## config.mk

```make
export PLATFORM = sky130hd
export DESIGN_NAME = adc_conversion_sequencer
export DESIGN_NICKNAME = d
export VERILOG_FILES = /design/src/common/adc_seq_pkg.sv /design/src/adc_conversion_sequencer.sv /design/src/machine_cycle_divider.sv
export SDC_FILE = /design/constraint.sdc
export NUM_CORES = 1
export LEC_CHECK = 0
export BUFFER_PORTS_ARGS = -buffer_cell sky130_fd_sc_hd__buf_2
export CORE_UTILIZATION = 30
export DETAILED_ROUTE_END_ITERATION = 16
export GPL_ROUTABILITY_DRIVEN = 1
export MAX_ROUTING_LAYER = met4
export SLEW_MARGIN = 0
export SYNTH_ARGS = -nofsm -noshare
export SYNTH_HDL_FRONTEND = slang
export SYNTH_SLANG_ARGS = --single-unit
```

## constraint.sdc

```tcl
create_clock -name sys_clk -period 4.9 [get_ports sys_clk]
set_input_delay 0.245 -clock sys_clk [delete_from_list [all_inputs] [get_ports sys_clk]]
set_output_delay 0.245 -clock sys_clk [all_outputs]
set_load 0.01 [all_outputs]
```

## src/common/adc_seq_pkg.sv

```systemverilog
package adc_seq_pkg;

   // register indices; byte address is four times the index
   localparam logic [7:0]  IDX_CONTROL   = 8'hD8;
   localparam logic [7:0]  IDX_RESULT    = 8'hD9;
   localparam logic [7:0]  IDX_REFPROG   = 8'hDA;
   localparam logic [7:0]  IDX_IRQ       = 8'hDB;
   localparam int          ADDR_W        = 12;
   localparam logic [11:0] ADDR_CONTROL  = {2'h0, IDX_CONTROL, 2'h0};
   localparam logic [11:0] ADDR_RESULT   = {2'h0, IDX_RESULT, 2'h0};
   localparam logic [11:0] ADDR_REFPROG  = {2'h0, IDX_REFPROG, 2'h0};
   localparam logic [11:0] ADDR_IRQ      = {2'h0, IDX_IRQ, 2'h0};

   // control register fields
   localparam int          CTL_MODE_BIT  = 3;
   localparam int          CTL_BUSY_BIT  = 4;
   localparam int          CTL_CLK_BIT   = 6;
   localparam int          CTL_BAUD_BIT  = 7;
   localparam logic [7:0]  CTL_WR_MASK   = 8'hCF;
   localparam logic [7:0]  CTL_RESET     = 8'h00;
   localparam logic [7:0]  REF_RESET     = 8'h00;
   localparam logic [7:0]  RES_RESET     = 8'h00;
   localparam logic [7:0]  RES_FULL      = 8'hFF;
   localparam logic [7:0]  RES_ZERO      = 8'h00;
   localparam logic [7:0]  SAR_FIRST     = 8'h80;

   // machine cycle and conversion timing, in oscillator clocks / machine cycles
   localparam int          OSC_PER_MC    = 12;
   localparam int          CLK_HIGH_CNT  = 6;
   localparam logic [4:0]  CONV_BASE     = 5'h0F;
   localparam logic [4:0]  ADJ_EXTRA     = 5'h07;
   localparam logic [4:0]  SAMPLE_CYC    = 5'h05;
   localparam logic [4:0]  SAR_BITS      = 5'h08;

   localparam logic [1:0]  RESP_OKAY     = 2'h0;
   localparam logic [1:0]  RESP_SLVERR   = 2'h2;

   typedef struct packed {
      logic [2:0] channel;
      logic       sampling;
      logic [7:0] trial_code;
      logic [3:0] lower_step;
      logic [3:0] upper_step;
      logic       lower_adjust;
      logic       upper_adjust;
   } analog_ctrl_t;

   typedef struct packed {
      logic       cmp_above;
      logic       above_upper;
      logic       below_lower;
   } analog_status_t;

endpackage : adc_seq_pkg

```

## src/adc_conversion_sequencer.sv

```systemverilog
// The AXI4-Lite interface to the registers was chosen for this implementation.
`timescale 1ns/1ps
// Overview of operation
// three-bit channel field picks analog input zero to seven in binary order
// continuous bit set runs conversions back to back, clear stops after one
// busy flag in control bit 4 is read only, high during a conversion
// clock-output enable drives oscillator divided by twelve onto the clock pin
// baud select bit routes serial modes 1 and 3 to internal baud generator
// eight-bit result stays unchanged until the next finished conversion
// unadjusted conversion loads the result in the fifteenth machine cycle
// software may read and write the result register freely
// reference register low nibble sets lower step, high nibble upper step
// a zero nibble uses the external reference directly
// software keeps lower nibble below 13, upper above 3, four apart
// input above upper reference gives FF, below lower gives 00
// every reference register write starts a conversion, aborting a running one
// busy rises with the starting write, converting begins next machine cycle
// conversion lasts 15, 22 or 29 machine cycles by adjusted references
// input sampled for five machine cycles, then held for the rest
// at end: load result, clear busy, set irq flag, continuous restarts next
// software clears the converter irq flag; nothing clears it on its own
// all timing counts machine cycles of twelve oscillator clocks
module adc_conversion_sequencer (
   input  wire logic                       sys_clk,          // oscillator, 10 MHz
   input  wire logic                       sys_rst,          // async reset, high
   input  wire logic [11:0]                s_axi_awaddr,     // write address
   input  wire logic                       s_axi_awvalid,    // write address valid
   output logic                            s_axi_awready,    // write address ready
   input  wire logic [31:0]                s_axi_wdata,      // write data
   input  wire logic [3:0]                 s_axi_wstrb,      // byte enables
   input  wire logic                       s_axi_wvalid,     // write data valid
   output logic                            s_axi_wready,     // write data ready
   output logic [1:0]                      s_axi_bresp,      // write response
   output logic                            s_axi_bvalid,     // write response valid
   input  wire logic                       s_axi_bready,     // write response ready
   input  wire logic [11:0]                s_axi_araddr,     // read address
   input  wire logic                       s_axi_arvalid,    // read address valid
   output logic                            s_axi_arready,    // read address ready
   output logic [31:0]                     s_axi_rdata,      // read data
   output logic [1:0]                      s_axi_rresp,      // read response
   output logic                            s_axi_rvalid,     // read data valid
   input  wire logic                       s_axi_rready,     // read data ready
   output adc_seq_pkg::analog_ctrl_t       analog_ctrl,      // to sample/compare network
   input  wire adc_seq_pkg::analog_status_t analog_status,   // from comparator
   output logic                            clock_output_pin, // divided clock pin
   output logic                            baud_source_internal, // serial baud route
   output logic                            converter_irq_flag // request flag level
);
   logic [7:0]  ctrl_reg;
   logic [7:0]  refprog_reg;
   logic [7:0]  result_reg;
   logic [7:0]  sar_reg;
   logic        busy_reg;
   logic        irq_reg;
   logic [4:0]  cnt_reg;
   logic        mc_en;
   logic        aw_held_reg;
   logic        w_held_reg;
   logic [11:0] awaddr_reg;
   logic [7:0]  wbyte_reg;
   logic        wbyte_en_reg;
   logic        wr_fire;
   logic        wr_refprog;
   logic        wr_ctrl;
   logic        wr_result;
   logic        wr_irq;
   logic        done;
   logic [4:0]  total;
   logic [4:0]  settle;
   logic [4:0]  sar_pos;
   logic [2:0]  sar_idx;
   logic        lower_adj;
   logic        upper_adj;

   machine_cycle_divider u_div (
      .sys_clk    (sys_clk),
      .sys_rst    (sys_rst),
      .clk_out_en (ctrl_reg[adc_seq_pkg::CTL_CLK_BIT]),
      .mc_en      (mc_en),
      .clk_out    (clock_output_pin)
   );

   // write channel: address and data may arrive in either order
   assign s_axi_awready = !aw_held_reg;
   assign s_axi_wready  = !w_held_reg;
   assign wr_fire       = aw_held_reg && w_held_reg && !s_axi_bvalid;

   always_ff @(posedge sys_clk or posedge sys_rst)
   begin
      if (sys_rst)
      begin
         aw_held_reg <= 1'b0;
         awaddr_reg  <= 12'h000;
      end
      else if (s_axi_awvalid && !aw_held_reg)
      begin
         aw_held_reg <= 1'b1;
         awaddr_reg  <= s_axi_awaddr;
      end
      else if (wr_fire)
         aw_held_reg <= 1'b0;
   end

   always_ff @(posedge sys_clk or posedge sys_rst)
   begin
      if (sys_rst)
      begin
         w_held_reg   <= 1'b0;
         wbyte_reg    <= 8'h00;
         wbyte_en_reg <= 1'b0;
      end
      else if (s_axi_wvalid && !w_held_reg)
      begin
         w_held_reg   <= 1'b1;
         wbyte_reg    <= s_axi_wdata[7:0];
         wbyte_en_reg <= s_axi_wstrb[0];
      end
      else if (wr_fire)
         w_held_reg <= 1'b0;
   end

   always_ff @(posedge sys_clk or posedge sys_rst)
   begin
      if (sys_rst)
      begin
         s_axi_bvalid <= 1'b0;
         s_axi_bresp  <= adc_seq_pkg::RESP_OKAY;
      end
      else if (wr_fire)
      begin
         s_axi_bvalid <= 1'b1;
         if (awaddr_reg == adc_seq_pkg::ADDR_CONTROL || awaddr_reg == adc_seq_pkg::ADDR_RESULT
             || awaddr_reg == adc_seq_pkg::ADDR_REFPROG || awaddr_reg == adc_seq_pkg::ADDR_IRQ)
            s_axi_bresp <= adc_seq_pkg::RESP_OKAY;
         else
            s_axi_bresp <= adc_seq_pkg::RESP_SLVERR;
      end
      else if (s_axi_bready)
         s_axi_bvalid <= 1'b0;
   end

   assign wr_ctrl    = wr_fire && wbyte_en_reg && awaddr_reg == adc_seq_pkg::ADDR_CONTROL;
   assign wr_result  = wr_fire && wbyte_en_reg && awaddr_reg == adc_seq_pkg::ADDR_RESULT;
   assign wr_refprog = wr_fire && wbyte_en_reg && awaddr_reg == adc_seq_pkg::ADDR_REFPROG;
   assign wr_irq     = wr_fire && wbyte_en_reg && awaddr_reg == adc_seq_pkg::ADDR_IRQ;

   // read channel: one outstanding read, answered the cycle after acceptance
   assign s_axi_arready = !s_axi_rvalid;

   always_ff @(posedge sys_clk or posedge sys_rst)
   begin
      if (sys_rst)
      begin
         s_axi_rvalid <= 1'b0;
         s_axi_rdata  <= 32'h0000_0000;
         s_axi_rresp  <= adc_seq_pkg::RESP_OKAY;
      end
      else if (s_axi_arvalid && !s_axi_rvalid)
      begin
         s_axi_rvalid <= 1'b1;
         s_axi_rresp  <= adc_seq_pkg::RESP_OKAY;
         case (s_axi_araddr)
            adc_seq_pkg::ADDR_CONTROL:
               s_axi_rdata <= {24'h000000, ctrl_reg[7:5], busy_reg, ctrl_reg[3:0]};
            adc_seq_pkg::ADDR_RESULT:
               s_axi_rdata <= {24'h000000, result_reg};
            adc_seq_pkg::ADDR_REFPROG:
               s_axi_rdata <= {24'h000000, refprog_reg};
            adc_seq_pkg::ADDR_IRQ:
               s_axi_rdata <= {31'h00000000, irq_reg};
            default:
            begin
               s_axi_rdata <= 32'h0000_0000;
               s_axi_rresp <= adc_seq_pkg::RESP_SLVERR;
            end
         endcase
      end
      else if (s_axi_rready)
         s_axi_rvalid <= 1'b0;
   end

   // control bits; busy and the reserved bit are never stored from software
   always_ff @(posedge sys_clk or posedge sys_rst)
   begin
      if (sys_rst)
         ctrl_reg <= adc_seq_pkg::CTL_RESET;
      else if (wr_ctrl)
         ctrl_reg <= wbyte_reg & adc_seq_pkg::CTL_WR_MASK;
   end

   always_ff @(posedge sys_clk or posedge sys_rst)
   begin
      if (sys_rst)
         refprog_reg <= adc_seq_pkg::REF_RESET;
      else if (wr_refprog)
         refprog_reg <= wbyte_reg;
   end

   // reference steps use the live register, so a restart picks up the new value
   assign lower_adj = (refprog_reg[3:0] != 4'h0);
   assign upper_adj = (refprog_reg[7:4] != 4'h0);
   assign settle    = (lower_adj ? adc_seq_pkg::ADJ_EXTRA : 5'h00)
                    + (upper_adj ? adc_seq_pkg::ADJ_EXTRA : 5'h00);
   assign total     = adc_seq_pkg::CONV_BASE + settle;
   assign done      = mc_en && busy_reg && !wr_refprog && cnt_reg == total;

   always_ff @(posedge sys_clk or posedge sys_rst)
   begin
      if (sys_rst)
      begin
         busy_reg <= 1'b0;
         cnt_reg  <= 5'h00;
      end
      else if (wr_refprog)
      begin
         busy_reg <= 1'b1;
         cnt_reg  <= 5'h00;
      end
      else if (done)
      begin
         busy_reg <= ctrl_reg[adc_seq_pkg::CTL_MODE_BIT];
         cnt_reg  <= 5'h00;
      end
      else if (mc_en && busy_reg)
         cnt_reg <= cnt_reg + 5'h01;
   end

   // trial bits start after sampling and any reference settling time
   assign sar_pos = cnt_reg - adc_seq_pkg::SAMPLE_CYC - settle;
   assign sar_idx = 3'(adc_seq_pkg::SAR_BITS - sar_pos);

   always_ff @(posedge sys_clk or posedge sys_rst)
   begin
      if (sys_rst)
         sar_reg <= adc_seq_pkg::SAR_FIRST;
      else if (wr_refprog || done)
         sar_reg <= adc_seq_pkg::SAR_FIRST;
      else if (mc_en && busy_reg && cnt_reg > adc_seq_pkg::SAMPLE_CYC + settle
               && sar_pos <= adc_seq_pkg::SAR_BITS)
      begin
         sar_reg[sar_idx] <= analog_status.cmp_above;
         if (sar_idx != 3'h0)
            sar_reg[sar_idx - 3'h1] <= 1'b1;
      end
   end

   always_ff @(posedge sys_clk or posedge sys_rst)
   begin
      if (sys_rst)
         result_reg <= adc_seq_pkg::RES_RESET;
      else if (done && analog_status.above_upper)
         result_reg <= adc_seq_pkg::RES_FULL;
      else if (done && analog_status.below_lower)
         result_reg <= adc_seq_pkg::RES_ZERO;
      else if (done)
         result_reg <= sar_reg;
      else if (wr_result)
         result_reg <= wbyte_reg;
   end

   // a finishing conversion wins over a software clear in the same cycle
   always_ff @(posedge sys_clk or posedge sys_rst)
   begin
      if (sys_rst)
         irq_reg <= 1'b0;
      else if (done)
         irq_reg <= 1'b1;
      else if (wr_irq)
         irq_reg <= wbyte_reg[0];
   end

   assign converter_irq_flag         = irq_reg;
   assign baud_source_internal       = ctrl_reg[adc_seq_pkg::CTL_BAUD_BIT];
   assign analog_ctrl.channel        = ctrl_reg[2:0];
   assign analog_ctrl.sampling       = busy_reg && cnt_reg != 5'h00
                                     && cnt_reg <= adc_seq_pkg::SAMPLE_CYC;
   assign analog_ctrl.trial_code     = sar_reg;
   assign analog_ctrl.lower_step     = refprog_reg[3:0];
   assign analog_ctrl.upper_step     = refprog_reg[7:4];
   assign analog_ctrl.lower_adjust   = lower_adj;
   assign analog_ctrl.upper_adjust   = upper_adj;
endmodule : adc_conversion_sequencer

```

## src/machine_cycle_divider.sv

```systemverilog
`timescale 1ns/1ps
module machine_cycle_divider #(
   parameter int DIV  = adc_seq_pkg::OSC_PER_MC,
   parameter int HIGH = adc_seq_pkg::CLK_HIGH_CNT
) (
   input  wire logic sys_clk,    // oscillator clock
   input  wire logic sys_rst,    // async reset, active high
   input  wire logic clk_out_en, // gate for the divided clock pin
   output logic      mc_en,      // one pulse per machine cycle
   output logic      clk_out     // divided clock, registered
);
   logic [3:0] div_reg;

   always_ff @(posedge sys_clk or posedge sys_rst)
   begin
      if (sys_rst)
         div_reg <= 4'h0;
      else if (div_reg == 4'(DIV - 1))
         div_reg <= 4'h0;
      else
         div_reg <= div_reg + 4'h1;
   end

   assign mc_en = (div_reg == 4'(DIV - 1));

   always_ff @(posedge sys_clk or posedge sys_rst)
   begin
      if (sys_rst)
         clk_out <= 1'b0;
      else
         clk_out <= clk_out_en && (div_reg < 4'(HIGH));
   end
endmodule : machine_cycle_divider

```

# Word level (Yosys, flattened, before mapping)

Index checks and enable logic that the tools add are counted.

Add/sub/neg operators: 9
Magnitude comparators: 8
Equal/unequal tests: 10
Mux-type cells: 32
Bitwise operators: 1
Reductions and logical operators: 45

Operator list:

| cell                   | number |
|---|---|
| $eq A12 B10 Y1 const B | 8 |
| $mux W8                | 7 |
| $pmux W8 S4            | 1 |
| $logic_and A1 B1 Y1    | 22 |
| $mux W5                | 3 |
| $reduce_bool A2 Y1     | 7 |
| $mux W1                | 13 |
| $reduce_bool A4 Y1     | 3 |
| $bwmux W8              | 1 |
| $lt A3 B4 Y1 const B   | 2 |
| $or A8 B8 Y8           | 1 |
| $demux W1 S3           | 2 |
| $ge A3 B1 Y1 const B   | 2 |
| $mux W3                | 2 |
| $reduce_bool A3 Y1     | 2 |
| $add A3 B4 Y5 const A  | 1 |
| $add A4 B4 Y5 const A  | 1 |
| $add A5 B1 Y5 const B  | 1 |
| $eq A5 B5 Y1           | 1 |
| $gt A5 B5 Y1           | 1 |
| $le A5 B3 Y1 const B   | 1 |
| $le A5 B4 Y1 const B   | 1 |
| $logic_not A1 Y1       | 5 |
| $reduce_bool A5 Y1     | 1 |
| other kinds (12)       | 16 |

Bits in registers: 103
Logic and storage cells: 124

# Logic depth before layout (Yosys ltp)

Word-level depth: 14
Gate-level depth with buffers: 14
Gate-level depth less buffers: 13

# By module

A second synthesis with hierarchy kept.

Cells, all modules: 418
Area total of the unflattened synthesis: 4489.3 sq um

By module, submodules not included:

| module                   | instances | cells each | area an instance (sq um) |
|---|---|---|---|
| adc_conversion_sequencer | 1         | 400        | 4272.8 |
| machine_cycle_divider    | 1         | 18         | 216.5 |

# Worst setup path before layout

No wires, ideal clock.

Path kind: reg-to-reg
Start: reg refprog_reg[2]
End: reg sar_reg[7]
Library setup time: 0.082 ns
Arrival time: 3.511 ns
Slack: 1.307 ns
Stages on the path, launching flop included: 14
Path buffers: 0
Period minus slack after synthesis: 3.593 ns
Cell sequence: dfrtp_1 -> or4_1 -> ha_1 -> inv_1 -> ha_1 -> ha_1 -> inv_1 -> fa_1 -> ha_1 -> nand2_1 -> mux2_2 -> a221o_1 -> nor3_1 -> o21bai_1

Word-level cells in the longest chain between the ends: 14
Elaborated cells on any way between the ends: 32
Those cells by class: 6 x add/sub; 6 x order compare; 1 x eq/ne; 9 x mux; 1 x bitwise; 9 x reduce/logical

RTL lines:

| what                                                                        | RTL line                                                         | source |
|---|---|---|
| start: declaration                                                          | adc_conversion_sequencer.sv:50                                   | `logic [7:0] refprog_reg;` |
| start signal: assignment                                                    | adc_conversion_sequencer.sv:194                                  | `refprog_reg <= adc_seq_pkg::REF_RESET;` |
| start signal: assignment                                                    | adc_conversion_sequencer.sv:196                                  | `refprog_reg <= wbyte_reg;` |
| $reduce_bool A4 Y1 (*)                                                      | adc_conversion_sequencer.sv:200                                  | `assign lower_adj = (refprog_reg[3:0] != 4'h0);` |
| named net lower_adj                                                         | adc_conversion_sequencer.sv:72                                   | `logic lower_adj;` |
| $mux W3 (*)                                                                 | adc_conversion_sequencer.sv:202                                  | `assign settle = (lower_adj ? adc_seq_pkg::ADJ_EXTRA : 5'h00)` |
| $add A3 B3 Y4 (*)                                                           | adc_conversion_sequencer.sv:203                                  | `+ (upper_adj ? adc_seq_pkg::ADJ_EXTRA : 5'h00);` |
| $sub A5 B4 Y5                                                               | adc_conversion_sequencer.sv:229                                  | `assign sar_pos = cnt_reg - adc_seq_pkg::SAMPLE_CYC - settle;` |
| $sub A1 B3 Y3                                                               | adc_conversion_sequencer.sv:230                                  | `assign sar_idx = 3'(adc_seq_pkg::SAR_BITS - sar_pos);` |
| $sub A3 B1 Y3 (tied with other cells)                                       | adc_conversion_sequencer.sv:243                                  | `sar_reg[sar_idx - 3'h1] <= 1'b1;` |
| $lt A3 B4 Y1 (not written as such) (tied with other cells)                  | adc_conversion_sequencer.sv:243                                  |  |
| $logic_and A1 B1 Y1 (not written as such) / $mux W1 (equally long branches) | adc_conversion_sequencer.sv:243, adc_conversion_sequencer.sv:241 |  |
| $mux W1 (not written as such) / $demux W1 S3 (equally long branches)        | adc_conversion_sequencer.sv:243, adc_conversion_sequencer.sv:241 |  |
| $demux W1 S3 / $bwmux W8 (equally long branches)                            | adc_conversion_sequencer.sv:243, adc_conversion_sequencer.sv:241 |  |
| $or A8 B8 Y8 (no source line)                                               | -                                                                |  |
| $mux W8                                                                     | adc_conversion_sequencer.sv:242                                  | `if (sar_idx != 3'h0)` |
| $mux W8                                                                     | adc_conversion_sequencer.sv:238                                  | `else if (mc_en && busy_reg && cnt_reg > adc_seq_pkg::SAMPLE_CYC + settle` |
| $mux W8                                                                     | adc_conversion_sequencer.sv:236                                  | `else if (wr_refprog \|\| done)` |
| end signal: assignment                                                      | adc_conversion_sequencer.sv:235                                  | `sar_reg <= adc_seq_pkg::SAR_FIRST;` |
| end signal: assignment                                                      | adc_conversion_sequencer.sv:237                                  | `sar_reg <= adc_seq_pkg::SAR_FIRST;` |
| end signal: indexed assignment                                              | adc_conversion_sequencer.sv:241                                  | `sar_reg[sar_idx] <= analog_status.cmp_above;` |
| end: declaration                                                            | adc_conversion_sequencer.sv:52                                   | `logic [7:0] sar_reg;` |

Mark *: on every way through the listed nets, which the timed path passes. The rest lies on a longest branch. The select of a mux whose other input is x is not followed.
A chain may end at the register's enable or synchronous reset.

# Worst setup path after layout

Start: reg refprog_reg[2]
End: reg sar_reg[2]

Word-level cells in the longest chain between the ends: 14
Elaborated cells on any way between the ends: 32
Those cells by class: 6 x add/sub; 6 x order compare; 1 x eq/ne; 9 x mux; 1 x bitwise; 9 x reduce/logical

RTL lines:

| what                                                                        | RTL line |
|---|---|
| $reduce_bool A4 Y1 (*)                                                      | adc_conversion_sequencer.sv:200 |
| $mux W3 (*)                                                                 | adc_conversion_sequencer.sv:202 |
| $add A3 B3 Y4 (*)                                                           | adc_conversion_sequencer.sv:203 |
| $sub A5 B4 Y5                                                               | adc_conversion_sequencer.sv:229 |
| $sub A1 B3 Y3                                                               | adc_conversion_sequencer.sv:230 |
| $sub A3 B1 Y3 (tied with other cells)                                       | adc_conversion_sequencer.sv:243 |
| $lt A3 B4 Y1 (not written as such) (tied with other cells)                  | adc_conversion_sequencer.sv:243 |
| $logic_and A1 B1 Y1 (not written as such) / $mux W1 (equally long branches) | adc_conversion_sequencer.sv:243, adc_conversion_sequencer.sv:241 |
| $mux W1 (not written as such) / $demux W1 S3 (equally long branches)        | adc_conversion_sequencer.sv:243, adc_conversion_sequencer.sv:241 |
| $demux W1 S3 / $bwmux W8 (equally long branches)                            | adc_conversion_sequencer.sv:243, adc_conversion_sequencer.sv:241 |
| $or A8 B8 Y8 (no source line)                                               | - |
| $mux W8                                                                     | adc_conversion_sequencer.sv:242 |
| $mux W8                                                                     | adc_conversion_sequencer.sv:238 |
| $mux W8                                                                     | adc_conversion_sequencer.sv:236 |

Every way passes the cells marked *; elsewhere a longest branch is shown, timed or not. The select of a mux whose other input is x is not followed.

==> impl_table.tex <==
\begin{tabular}{lr}
\hline
Metric & Value \\
\hline
\multicolumn{2}{l}{\textbf{Critical path}} \\
Slowest library cell on the worst path & or4\_1 \\
Most Frequent Cell on Critical Path & ha\_1 \\
Setup crit end kind & flop \\
Critical Path Max Stage Delay & 650 ps \\
Critical path data arrival time & 4250 ps \\
Maximum fanout encountered on the critical timing path & 13 \\
CP Cell Sequence & or4\_1 -> ha\_1 -> inv\_1 -> ha\_1 -> ha\_1 -> inv\_1 -> fa\_1 -> ha\_1 -> xnor2\_1 -> nor2b\_1 -> o311a\_1 -> nand3\_1 -> a21oi\_1 \\
Crit. Startpoint & refprog\_reg[2]\$\_DFFE\_PP0P\_ \\
Crit path kind & reg2reg \\
Endpoint required time on the critical path & 5150 ps \\
Critical R2R Launch & refprog\_reg[2]\$\_DFFE\_PP0P\_ \\
Kind of launch point of the worst setup path & flop \\
\multicolumn{2}{l}{\textbf{Placement}} \\
Buffers added on ports & 82 \\
Placed cell count & 663 \\
Post-place setup slack & 889.9 ps \\
Routability congestion estimate & 0.8064 \\
Placed wire-length estimate after detailed placement & 7.514 mm \\
\multicolumn{2}{l}{\textbf{Timing}} \\
Upper clock frequency limit & 249.5 MHz \\
Worst slew pin tran & 1047 ps \\
Headroom to the max-slew limit & 30.03\% \\
Setup ws final & 892.4 ps \\
RSZ-0062 raised after global routing & false \\
Final period utilization & 81.79\% \\
Endpoints failing setup & 0 \\
Crit path time final & 4008 ps \\
Final count of pins violating max slew & 0 \\
Post-route setup TNS & 0 ps \\
Final hold violations & 0 \\
Worst slack on hold paths & 107.2 ps \\
Clock Skews & 8.930 ps \\
\multicolumn{2}{l}{\textbf{Synthesis}} \\
Part of the Yosys area used for sequential elements & 43.12\% \\
Portion of synthesized cell area occupied by the leading cell type & 42.53\% \\
XOR/XNOR Fraction of Synth Area & 1.763\% \\
Synth cell types & 62 \\
Cell area after synthesis & 0.004472 mm2 \\
Simple logic cell fraction of the synthesized area & 11.95\% \\
Proportion of synthesized area in mux cells & 15.11\% \\
Top cells by area, synth & dfrtp\_1 43\%, mux2\_2 6.5\%, ha\_1 6.4\% \\
Synth area leader & dfrtp\_1 \\
Yosys reg bits & 77 \\
Dominant combinational cell family by area after synthesis & multiplexers \\
Complex-gate fraction of the synthesized area & 11.58\% \\
Fraction of the mapped netlist area in adder cells & 6.883\% \\
Mean cell area of the mapped netlist & 10.67 um2 \\
Synthesis warning total & 0 \\
Post-synth ARST share & 100.0\% \\
Number of flops mapped to enable cells by yosys & 0 \\
Most frequently used flop master after synthesis & dfrtp\_1 \\
Synthesized instance count & 419 \\
\multicolumn{2}{l}{\textbf{Final layout}} \\
Flip-flop count of the largest register after layout & 12 \\
Net count, final & 584 \\
Layout cells sized above 1 & 29.29\% \\
Count of non-filler cells in the finished layout & 679 \\
Layout area overhead & 15.89\% \\
Antenna diode count & 0 \\
Highest-count cells in the layout ignoring fill and taps & 82 x buf\_2, 76 x dfrtp\_1, 27 x inv\_1 \\
Leading cell type in the layout, fill and taps excluded & buf\_2 \\
\multicolumn{2}{l}{\textbf{Floorplan}} \\
Total I/O pin count & 136 \\
Die boundary height & 124.1 um \\
Overall die area & 0.01540 mm2 \\
Starting density of the core & 30.77\% \\
Floorplan core area & 0.01453 mm2 \\
Width of the die & 124.1 um \\
Number of standard-cell rows in the floorplan & 44 \\
\multicolumn{2}{l}{\textbf{Detailed routing}} \\
Routed wire per std cell & 14.24 um \\
Final Routed Wirelength & 9.668 mm \\
Total via count after detailed routing & 3262 \\
Drc violations & 0 \\
Total met2 wirelength after detailed routing & 4.446 mm \\
Top sig layer & met4 \\
Wire length on met3 & 486 um \\
Drt initial violations & 144 \\
Detailed-route vias per instance & 4.804 \\
Detailed Routing Iterations Pass 1 & 4 \\
Remaining antenna violation count & 0 \\
Routed length on met1 & 4.643 mm \\
\multicolumn{2}{l}{\textbf{Clock tree}} \\
Number of gates resized after cts & 0 \\
Clock network latency to the later pin of the worst-skew pair & 330 ps \\
Total clock sinks & 77 \\
CTS root buffer & clkbuf\_16 \\
Max clock buf depth & 2 \\
Clk slew on worst S/H paths & 60 ps \\
CTS Buf Count & 9 \\
Number of setup buffers added after CTS & 0 \\
Number of levels in the clock H-tree & 3 \\
Hold-fix buffers at CTS & 0 \\
TritonCTS clock tree & built \\
\multicolumn{2}{l}{\textbf{Pwr}} \\
Max rail drop VDD & 183.8 uV \\
Leakage power & 2.548 nW \\
Areal power density over the cells & 347.7 mW/mm2 \\
Total power of the final layout & 1.802 mW \\
\multicolumn{2}{l}{\textbf{GRT}} \\
Global-route usage over all layers & 13.86\% \\
Via count of the first global-routing pass & 3173 \\
Pin count of the biggest net entering global routing & 49 \\
Wire length of the first global-routing pass & 15.95 mm \\
Initial antenna violation count & 0 \\
GRT Residual Overflow & 0 \\
\multicolumn{2}{l}{\textbf{Hold path}} \\
Hold path startpoint & s\_axi\_rready \\
Min-delay worst type & in2reg \\
\multicolumn{2}{l}{\textbf{Run status}} \\
Outcome & finished clean \\
\multicolumn{2}{l}{\textbf{Flow run}} \\
Maximum capacitance violations & 0 \\
\hline
\end{tabular}
## cell families (layout without fill, tap and decap cells)
| kind of cell | count (synthesis) | count (layout) |
|---|---|---|
| AND/OR/NAND/NOR | 93 | 93 |
| AO/OA/AOI/OAI | 80 | 80 |
| flip-flops | 77 | 77 |
| buffers and inverters | 76 | 127 |
| multiplexers | 59 | 59 |
| adder cells (fa/ha/maj) | 24 | 24 |
| XOR/XNOR | 9 | 9 |
| other | 1 | 26 |
## synth_stat cells, drive strengths merged, types with 7 or more instances
master,count
nand2,20
clkbuf,9
nand3,10
inv,28
nor2b,8
mux2i,24
nor2,19
o21ai,22
ha,23
a21oi,23
xnor2,7
buf,39
mux2,34
dfrtp,76
a22o,7
## metal layers
metal	vias to the layer above	GRT usage [%]
li1	1567	-
met1	1594	18.17
met2	95	21.10
met3	6	3.755
met4	0	3.497
met5	-	-
## final cells by class
cell class / count / area, um2
repair buffers: 83 / 417.9
clock inverters: 3 / 18.77
flip-flops and latches: 77 / 1928
well taps: 184 / 230.2
inverters: 28 / 105.1
clock buffers: 13 / 270.3
fillers: 1492 / 9351
multi-input cells: 291 / 2212
## metrics by stage
stage / cell area, um2 / util, %
finish: 5182 / 35.66
global route: 5182 / 35.66
CTS: 5182 / 35.66
floorplan: 4566 / -
global placement: 4893 / 33.67
detailed placement: 4893 / 33.67
## report_power, final
part / internal, mW / switching [mW] / total [mW]
Sequential: 0.747 / 0.0972 / 0.844
Combinational: 0.165 / 0.165 / 0.330
Clock: 0.384 / 0.245 / 0.628
## path summary, 6_finish.rpt
check / to / slack [ps] / cells past startpoint
worst max-delay path: sar_reg[2]$_DFFE_PP0P_ / 890 / 13
worst min-delay path: s_axi_rvalid$_DFFE_PP0P_ / 110 / 2
worst max register to register: sar_reg[2]$_DFFE_PP0P_ / 890 / 13
worst min register to register: u_div.div_reg[0]$_DFF_PP0_ / 470 / 1
max in group asynchronous: awaddr_reg[10]$_DFFE_PP0P_ / 3790 / 3
min in group asynchronous: s_axi_rdata[0]$_DFFE_PP0P_ / 150 / 2
## worst max-delay path: cells and delay by family, from the launching register on
kind,cells,cell delay [ps]
AND/OR/NAND/NOR,3,1040
flip-flops,1,410
AO/OA/AOI/OAI,2,350
adder cells (fa/ha/maj),5,1670
XOR/XNOR,1,270
buffers and inverters,2,160
Power figures use the tool's default switching activity.
